===== src/include/sfp_defs.svh =====
// Summary of operation
// - While selected, the port shifts stored bytes out toward the host on its serial data output, most significant bit first.
// - The serial data output changes level only on falling edges of the host serial clock.
// - Each bit on the serial data input is captured at a rising edge of the host serial clock.
// - While chip select is low after a falling edge of chip select has been seen, the port is selected and active.
// - While chip select is high the port is deselected and its serial data output is released to high impedance.
// - After power up nothing starts until a falling edge of chip select has been seen; the host first clocks a byte with chip select held low.
`ifndef SFP_DEFS_SVH
`define SFP_DEFS_SVH

// ----------------------------------------
// Widths and depths
// ----------------------------------------
`define SFP_BYTE_W      8
`define SFP_FIFO_DEPTH  16
`define SFP_CNT_W       3

// ----------------------------------------
// Bit counter values
// ----------------------------------------
`define SFP_CNT_ZERO    3'h0
`define SFP_CNT_LAST    3'h7

// ----------------------------------------
// Reset and fill values
// ----------------------------------------
`define SFP_TX_FILL     8'hFF
`define SFP_SDO_RST     1'h0
`define SFP_OE_N_RST    1'h1
`define SFP_PIN_RST     3'h0

`endif


===== src/logic/sfp_port_unused_placeholder_none.sv =====
`timescale 1ns/100ps
`default_nettype none
`default_nettype wire


===== src/include/sfp_pkg.sv =====
`include "sfp_defs.svh"

package sfp_pkg;

	// Pins sampled from the link side
	typedef struct packed {
		logic sclk;
		logic csn;
		logic sdi;
	} sfp_pins_t;

	// Received byte stream
	typedef struct packed {
		logic                   valid;
		logic [`SFP_BYTE_W-1:0] data;
	} sfp_rx_t;

	typedef enum logic [1:0] {
		ST_WAIT_ARM,
		ST_IDLE,
		ST_ACTIVE
	} sfp_state_t;

endpackage


===== src/logic/sfp_fifo.sv =====
`timescale 1ns/100ps
`default_nettype none

`include "sfp_defs.svh"

module sfp_fifo #(
	parameter int WIDTH = `SFP_BYTE_W,
	parameter int DEPTH = `SFP_FIFO_DEPTH
) (
	input  wire logic             clk,
	input  wire logic             rst_b,
	input  wire logic             in_valid,
	output logic                  in_ready,
	input  wire logic [WIDTH-1:0] in_data,
	output logic                  out_valid,
	input  wire logic             out_ready,
	output logic      [WIDTH-1:0] out_data
);
	localparam int PW = (DEPTH > 1) ? $clog2(DEPTH) : 1;
	localparam int CW = $clog2(DEPTH + 1);

	logic [WIDTH-1:0] mem [DEPTH];
	logic [PW-1:0]    wr_ptr_ff;
	logic [PW-1:0]    rd_ptr_ff;
	logic [CW-1:0]    count_ff;
	logic             full_ff;
	logic             empty_ff;
	logic [PW-1:0]    nxt_wr_ptr;
	logic [PW-1:0]    nxt_rd_ptr;
	logic [CW-1:0]    nxt_count;
	logic             push;
	logic             pop;

	function automatic logic [PW-1:0] ptr_inc(input logic [PW-1:0] p);
		ptr_inc = (p == PW'(DEPTH - 1)) ? '0 : PW'(p + 1'b1);
	endfunction

	// ----------------------------------------
	// Pointer and level bookkeeping
	// ----------------------------------------
	always_comb begin
		push       = in_valid & ~full_ff;
		pop        = out_ready & ~empty_ff;
		nxt_wr_ptr = push ? ptr_inc(wr_ptr_ff) : wr_ptr_ff;
		nxt_rd_ptr = pop ? ptr_inc(rd_ptr_ff) : rd_ptr_ff;
		nxt_count  = count_ff;
		if (push && !pop) begin
			nxt_count = CW'(count_ff + 1'b1);
		end else if (pop && !push) begin
			nxt_count = CW'(count_ff - 1'b1);
		end
	end

	always_ff @(posedge clk or negedge rst_b) begin
		if (!rst_b) begin
			wr_ptr_ff <= '0;
			rd_ptr_ff <= '0;
			count_ff  <= '0;
			full_ff   <= 1'b0;
			empty_ff  <= 1'b1;
		end else begin
			wr_ptr_ff <= nxt_wr_ptr;
			rd_ptr_ff <= nxt_rd_ptr;
			count_ff  <= nxt_count;
			full_ff   <= (nxt_count == CW'(DEPTH));
			empty_ff  <= (nxt_count == '0);
		end
	end

	always_ff @(posedge clk) begin
		if (push) begin
			mem[wr_ptr_ff] <= in_data;
		end
	end

	assign in_ready  = ~full_ff;
	assign out_valid = ~empty_ff;
	assign out_data  = mem[rd_ptr_ff];

endmodule // sfp_fifo

`default_nettype wire


===== src/logic/sfp_port.sv =====
`timescale 1ns/100ps
`default_nettype none

`include "sfp_defs.svh"

module sfp_port
	import sfp_pkg::*;
#(
	parameter int FIFO_DEPTH = `SFP_FIFO_DEPTH
) (
	input  wire logic                   clk,
	input  wire logic                   rst_b,
	input  wire logic                   serial_clock_in,
	input  wire logic                   chip_select_n,
	input  wire logic                   serial_data_in,
	output logic                        serial_data_out,
	output logic                        serial_data_oe_n,
	input  wire logic                   tx_valid,
	input  wire logic [`SFP_BYTE_W-1:0] tx_data,
	output logic                        tx_ready,
	output logic                        rx_valid,
	output logic      [`SFP_BYTE_W-1:0] rx_data,
	output logic                        selected,
	output logic                        tx_underrun
);
	localparam logic [`SFP_BYTE_W-1:0] TX_FILL = `SFP_TX_FILL;

	// ----------------------------------------
	// Edge and shift helpers
	// ----------------------------------------
	function automatic logic edge_fall(input logic prev, input logic cur);
		edge_fall = prev & ~cur;
	endfunction

	function automatic logic edge_rise(input logic prev, input logic cur);
		edge_rise = ~prev & cur;
	endfunction

	function automatic logic [`SFP_BYTE_W-1:0] shift_in(input logic [`SFP_BYTE_W-1:0] sr,
	                                                     input logic                   lsb);
		shift_in = {sr[`SFP_BYTE_W-2:0], lsb};
	endfunction

	// ----------------------------------------
	// Declarations
	// ----------------------------------------
	sfp_pins_t              pin_s1_ff;
	sfp_pins_t              pin_s2_ff;
	sfp_pins_t              pin_prev_ff;
	sfp_state_t             state_ff;
	sfp_state_t             nxt_state;
	logic [`SFP_CNT_W-1:0]  rx_cnt_ff;
	logic [`SFP_CNT_W-1:0]  nxt_rx_cnt;
	logic [`SFP_BYTE_W-1:0] rx_sr_ff;
	logic [`SFP_BYTE_W-1:0] nxt_rx_sr;
	sfp_rx_t                rx_ff;
	sfp_rx_t                nxt_rx;
	logic [`SFP_CNT_W-1:0]  tx_cnt_ff;
	logic [`SFP_CNT_W-1:0]  nxt_tx_cnt;
	logic [`SFP_BYTE_W-1:0] tx_sr_ff;
	logic [`SFP_BYTE_W-1:0] nxt_tx_sr;
	logic                   sdo_ff;
	logic                   nxt_sdo;
	logic                   oe_n_ff;
	logic                   nxt_oe_n;
	logic                   undr_ff;
	logic                   nxt_undr;
	logic                   sel_ff;
	logic                   nxt_sel;
	logic                   sclk_rise;
	logic                   sclk_fall;
	logic                   cs_fall;
	logic                   active;
	logic                   fifo_pop;
	logic                   fifo_valid;
	logic [`SFP_BYTE_W-1:0] fifo_data;
	logic                   fifo_in_ready;

	// ----------------------------------------
	// Pin synchronisers and edge finding
	// ----------------------------------------
	always_ff @(posedge clk or negedge rst_b) begin
		if (!rst_b) begin
			pin_s1_ff   <= `SFP_PIN_RST;
			pin_s2_ff   <= `SFP_PIN_RST;
			pin_prev_ff <= `SFP_PIN_RST;
		end else begin
			pin_s1_ff   <= '{sclk: serial_clock_in, csn: chip_select_n, sdi: serial_data_in};
			pin_s2_ff   <= pin_s1_ff;
			pin_prev_ff <= pin_s2_ff;
		end
	end

	// Reset value 0 keeps a select held low through reset from counting as a fall
	assign cs_fall   = edge_fall(pin_prev_ff.csn, pin_s2_ff.csn);
	assign sclk_rise = edge_rise(pin_prev_ff.sclk, pin_s2_ff.sclk);
	assign sclk_fall = edge_fall(pin_prev_ff.sclk, pin_s2_ff.sclk);
	assign active    = (state_ff == ST_ACTIVE) & ~pin_s2_ff.csn;

	// ----------------------------------------
	// Transmit byte buffer
	// ----------------------------------------
	sfp_fifo #(
		.WIDTH (`SFP_BYTE_W),
		.DEPTH (FIFO_DEPTH)
	) u_tx_fifo (
		.clk       (clk),
		.rst_b     (rst_b),
		.in_valid  (tx_valid),
		.in_ready  (fifo_in_ready),
		.in_data   (tx_data),
		.out_valid (fifo_valid),
		.out_ready (fifo_pop),
		.out_data  (fifo_data)
	);

	// ----------------------------------------
	// Next state and shift logic
	// ----------------------------------------
	always_comb begin
		nxt_state  = state_ff;
		nxt_rx_cnt = rx_cnt_ff;
		nxt_rx_sr  = rx_sr_ff;
		nxt_rx     = '{valid: 1'b0, data: rx_ff.data};
		nxt_tx_cnt = tx_cnt_ff;
		nxt_tx_sr  = tx_sr_ff;
		nxt_sdo    = sdo_ff;
		nxt_undr   = 1'b0;
		fifo_pop   = 1'b0;
		case (state_ff)
			ST_WAIT_ARM, ST_IDLE: begin
				if (cs_fall) begin
					nxt_state  = ST_ACTIVE;
					nxt_rx_cnt = `SFP_CNT_ZERO;
					nxt_tx_cnt = `SFP_CNT_ZERO;
				end
			end
			ST_ACTIVE: begin
				if (pin_s2_ff.csn) begin
					nxt_state = ST_IDLE;
				end else begin
					if (sclk_rise) begin
						nxt_rx_sr  = shift_in(rx_sr_ff, pin_s2_ff.sdi);
						nxt_rx_cnt = `SFP_CNT_W'(rx_cnt_ff + 1'b1);
						if (rx_cnt_ff == `SFP_CNT_LAST) begin
							nxt_rx = '{valid: 1'b1, data: nxt_rx_sr};
						end
					end
					if (sclk_fall) begin
						if (tx_cnt_ff == `SFP_CNT_ZERO) begin
							fifo_pop   = fifo_valid;
							nxt_undr   = ~fifo_valid;
							nxt_sdo    = fifo_valid ? fifo_data[`SFP_BYTE_W-1]
							                        : TX_FILL[`SFP_BYTE_W-1];
							nxt_tx_sr  = fifo_valid ? shift_in(fifo_data, 1'b0)
							                        : shift_in(TX_FILL, 1'b0);
							nxt_tx_cnt = `SFP_CNT_LAST;
						end else begin
							nxt_sdo    = tx_sr_ff[`SFP_BYTE_W-1];
							nxt_tx_sr  = shift_in(tx_sr_ff, 1'b0);
							nxt_tx_cnt = `SFP_CNT_W'(tx_cnt_ff - 1'b1);
						end
					end
				end
			end
			default: begin
				nxt_state = ST_WAIT_ARM;
			end
		endcase
		nxt_oe_n = (nxt_state != ST_ACTIVE);
		nxt_sel  = (nxt_state == ST_ACTIVE);
	end

	always_ff @(posedge clk or negedge rst_b) begin
		if (!rst_b) begin
			state_ff  <= ST_WAIT_ARM;
			rx_cnt_ff <= `SFP_CNT_ZERO;
			rx_sr_ff  <= '0;
			rx_ff     <= '0;
			tx_cnt_ff <= `SFP_CNT_ZERO;
			tx_sr_ff  <= '0;
			sdo_ff    <= `SFP_SDO_RST;
			oe_n_ff   <= `SFP_OE_N_RST;
			undr_ff   <= 1'b0;
			sel_ff    <= 1'b0;
		end else begin
			state_ff  <= nxt_state;
			rx_cnt_ff <= nxt_rx_cnt;
			rx_sr_ff  <= nxt_rx_sr;
			rx_ff     <= nxt_rx;
			tx_cnt_ff <= nxt_tx_cnt;
			tx_sr_ff  <= nxt_tx_sr;
			sdo_ff    <= nxt_sdo;
			oe_n_ff   <= nxt_oe_n;
			undr_ff   <= nxt_undr;
			sel_ff    <= nxt_sel;
		end
	end

	// ----------------------------------------
	// Outputs
	// ----------------------------------------
	assign serial_data_out  = sdo_ff;
	assign serial_data_oe_n = oe_n_ff;
	assign rx_valid         = rx_ff.valid;
	assign rx_data          = rx_ff.data;
	assign selected         = sel_ff;
	assign tx_underrun      = undr_ff;
	assign tx_ready         = fifo_in_ready;
endmodule // sfp_port

`default_nettype wire


===== config.mk =====
export PLATFORM = sky130hd
export DESIGN_NAME = sfp_port
export DESIGN_NICKNAME = d
export VERILOG_FILES = /design/src/logic/sfp_port_unused_placeholder_none.sv /design/src/include/sfp_pkg.sv /design/src/logic/sfp_fifo.sv /design/src/logic/sfp_port.sv
export VERILOG_INCLUDE_DIRS = /design/src /design/src/include
export SDC_FILE = /design/constraint.sdc
export NUM_CORES = 1
export LEC_CHECK = 0
export ABC_AREA = 0
export BUFFER_PORTS_ARGS = -buffer_cell sky130_fd_sc_hd__buf_4
export CORE_ASPECT_RATIO = 1.4
export CORE_MARGIN = 8
export CORE_UTILIZATION = 40
export DETAILED_ROUTE_END_ITERATION = 10
export MAX_ROUTING_LAYER = met4
export PLACE_DENSITY_LB_ADDON = 0.12
export RECOVER_POWER = 25
export REMOVE_ABC_BUFFERS = 1
export SLEW_MARGIN = 10
export SYNTH_ARGS = -nofsm -noshare
export SYNTH_HDL_FRONTEND = slang
export SYNTH_SLANG_ARGS = --single-unit
export TNS_END_PERCENT = 5

===== constraint.sdc =====
create_clock -name clk -period 4 [get_ports clk]
set_input_delay 0.6 -clock clk [delete_from_list [all_inputs] [get_ports clk]]
set_output_delay 0.6 -clock clk [all_outputs]
set_load 0.01 [all_outputs]

==> flow_summary.toml <==
[pwr]
combPwrFrac_pct = 19.4
p_leak_nw = 3.09
swShare_pct = 27.8
p_per_area_nw_per_um2 = 604
p_int_mw = 3.74
p_sw_mw = 1.44
seq_power_share_pct = 48.9
pwr-share-clk_pct = 31.7
ir_worst_vdd_mv = 0.270

[clock_tree]
post_cts.repair.setup_buffers = 0
holdBufCountCts = 0
cts_buffer_depth = 2
cts_buffers = 17
numClockSinks = 186
htreeDepth = 4
cts_resized = 0
clk_pin_slew_worst_paths_ns = 0.07
cts_root_buffer = "clkbuf_16"
clk_latency_ns = 0.42
cts_tree = "yes"

[placement]
dp_slack_ns = 1.37
port_buffers = 27
place_hpwl_um = 10500
place_inst = 710
place.gp.congestion = 0.736
placed_area_um2 = 8040

[global_routing]
grt_usage_pct = 14.3
grt_max_degree = 59
grt_pass1_wl_um = 24500
grt_util_met1_pct = 15.5
use_met3_pct = 2.82
use_met2_pct = 24.9
grt_pass1_vias = 4192
antenna_found_initial = 0
grt_remaining_overflow = 0
busiest_layer = "met2"

[routing]
via_per_inst = 5.25
ant_nets = 0
drc_errors = 0
num_vias = 3897
totalWireLength_um = 15500
drtPass1Iterations = 6
first_iter_violations = 307
post_drt_wl_per_cell_um = 20.9

[setup_path]
cp.required_ns = 4.31
r2r-end = "tx_sr_ff[1]$_DFFE_PN0P_"
critPathKind = "reg2reg"
cp_max_fo = 24
start_kind = "flip-flop"
endpoint_kind = "flip-flop"
r2r_slack_ns = 1.44
r2r-start = "u_tx_fifo.rd_ptr_ff[0]$_DFFE_PN0P_"
r2r_cells = 5
crit_arrival_ns = 2.87
startpoint = "u_tx_fifo.rd_ptr_ff[0]$_DFFE_PN0P_"

[layout]
stdcell_area_um2 = 8590
regArea_um2 = 5300
multi_input_area_um2 = 2090
fill_cells = 1625
n_antenna_cell = 0
area_growth_pct = 14.0
drive_gt1_share_pct = 25.3
fin_nets = 510
stdcell_count = 742

[floorplanning]
start_util_pct = 40.6
fp-row-count = 59
core_um2 = 18500
dieHeight_um = 178
fp.dieArea_um2 = 23500
die_width_um = 132
ios = 28

[sta]
finalHoldViolCount = 0
rsz0062_at_grt = "no"
period_needed_ns = 2.56
fin_skew_ns = 0.00966
setup_viol = 0
setup_tns_ns = 0
finalHoldWorstSlack_ns = 0.228
fmax_mhz = 391
final_max_slew_viol_count = 0
tightest_slew_ns = 1.13
layout_setup_ws_ns = 1.44
finalCritPeriodShare_pct = 63.9
slew_headroom_pct = 24.6

[logic_synthesis]
ys_seq_area_share_pct = 70.4
ys_types = 52
yosys_warnings = 0
syn_inst = 448
synth.avg_cell_area_um2 = 16.8
syn_area_um2 = 7530
ys_ff_latch = 186

[worst_hold_path]
hold_path_class = "in2async"

[flow_run]
maxCapViolCount = 0

[status]
status = "finished clean"
-- cells by family after synthesis --
family / synth area share [%]
compound gates: 4.29
xor+xnor: 0.814
fa+ha+maj: 1.96
buf+inv: 1.83
flops: 70.4
mux: 14.3
simple gates: 6.43
-- how the worst max path moves through the flow --
stage / to / slack, ns / cells past startpoint
floorplan: tx_sr_ff[1]$_DFFE_PN0P_ / 0.95 / 5
global placement: tx_sr_ff[1]$_DFFE_PN0P_ / 1.36 / 5
detailed placement: tx_sr_ff[1]$_DFFE_PN0P_ / 1.37 / 5
CTS: tx_sr_ff[1]$_DFFE_PN0P_ / 1.37 / 5
global route: tx_sr_ff[1]$_DFFE_PN0P_ / 1.21 / 5
finish: tx_sr_ff[1]$_DFFE_PN0P_ / 1.44 / 5
-- worst max-delay path, stage by stage (launching register included) --
cell and delay (ns):
dfrtp_2 0.87, buf_4 0.42, mux4_2 0.54, nor4b_1 0.26, nor4_1 0.08, mux2_2 0.27
-- per-layer routing --
metal	share of wire, %	vias up
met5	0	-
met4	2.5	0
met3	2.7	27
met2	54	63
met1	41	2029
li1	-	1778
-- power groups by stage --
stage	Combinational (mW)	Sequential, mW	Clock, mW
6_report	1.01	2.53	1.64
5_1_grt	1.12	2.57	1.74
4_1_cts	1.04	2.54	1.68
3_5_place_dp	1.03	2.58	0
3_3_place_gp	1.01	2.57	0
2_1_floorplan	0.708	2.55	0
-- cell usage in the layout, fill, tap and decap left out, types with 6 or more instances in the layout --
cell       count
a211oi_1       6
nand2b_1       9
mux4_2        31
edfxtp_1     128
o21ai_0       17
inv_1         10
dfrtp_1       55
mux2_2        21
buf_4         30
ha_1          11
a21oi_1       13
nor2_1        30
nand2_1       24
clkbuf_1       8
clkbuf_16     17
mux2i_1       12
-- layout make-up --
| cell class | instances | area share, % |
|---|---|---|
| Multi-Input combinational cell | 229 | 24.4 |
| Timing Repair Buffer | 40 | 3.19 |
| Inverter | 11 | 0.481 |
| Sequential cell | 186 | 61.7 |
| Tap cell | 244 | 3.56 |
| Clock inverter | 14 | 1.68 |
| Clock buffer | 18 | 5.00 |
-- cells in the mapped netlist (all sizes together) --
cell type | instances | area [µm²]
xnor2 | 4 | 35.0
or2 | 1 | 6.26
nor4b | 3 | 47.5
a2111oi | 1 | 8.76
ha | 11 | 138
maj3 | 1 | 10.0
nor3 | 6 | 35.0
a21oi | 13 | 65.1
dfstp | 2 | 52.6
a211oi | 7 | 57.6
xor2 | 3 | 26.3
nor2 | 30 | 113
inv | 11 | 41.3
a311oi | 1 | 8.76
a21o | 3 | 22.5
or4b | 1 | 10.0
o21ai | 17 | 85.1
edfxtp | 128 | 3840
and4 | 1 | 8.76
and3 | 1 | 6.26
buf | 8 | 43.8
nor2b | 3 | 18.8
o211a | 1 | 10.0
nand2 | 25 | 96.4
o22ai | 2 | 12.5
nor4 | 3 | 25.0
o21a | 1 | 7.51
nand2b | 9 | 56.3
dfrtp | 56 | 1400
nand4 | 2 | 12.5
o41ai | 1 | 8.76
nand3 | 5 | 25.0
a32o | 2 | 20.0
or2b | 1 | 7.51
o221ai | 1 | 8.76
nand4b | 1 | 8.76
mux2i | 12 | 120
o211ai | 1 | 7.51
nand3b | 1 | 7.51
mux4 | 31 | 698
clkbuf | 14 | 52.6
mux2 | 23 | 259
-- registers in the layout, summed over array words and instances, names as in the netlist, 2 cells and up --
| register | cells |
|---|---|
| u_tx_fifo.count_ff | 5 |
| pin_s1_ff | 3 |
| u_tx_fifo.mem | 128 |
| rx_sr_ff | 7 |
| tx_cnt_ff | 3 |
| u_tx_fifo.wr_ptr_ff | 4 |
| state_ff | 2 |
| u_tx_fifo.rd_ptr_ff | 4 |
| pin_prev_ff | 2 |
| pin_s2_ff | 3 |
| rx_cnt_ff | 3 |
| rx_data | 8 |
| tx_sr_ff | 7 |
-- metrics by stage --
| stage | utilization [%] | power, mW |
|---|---|---|
| final | 46.3 | 5.18 |
| after global routing | 46.3 | 5.43 |
| after CTS | 46.5 | 5.26 |
| after detailed placement | 43.4 | 3.61 |
| after global placement | 43.4 | 3.58 |
| after floorplan | - | 3.26 |
Power figures use the tool's default switching activity.
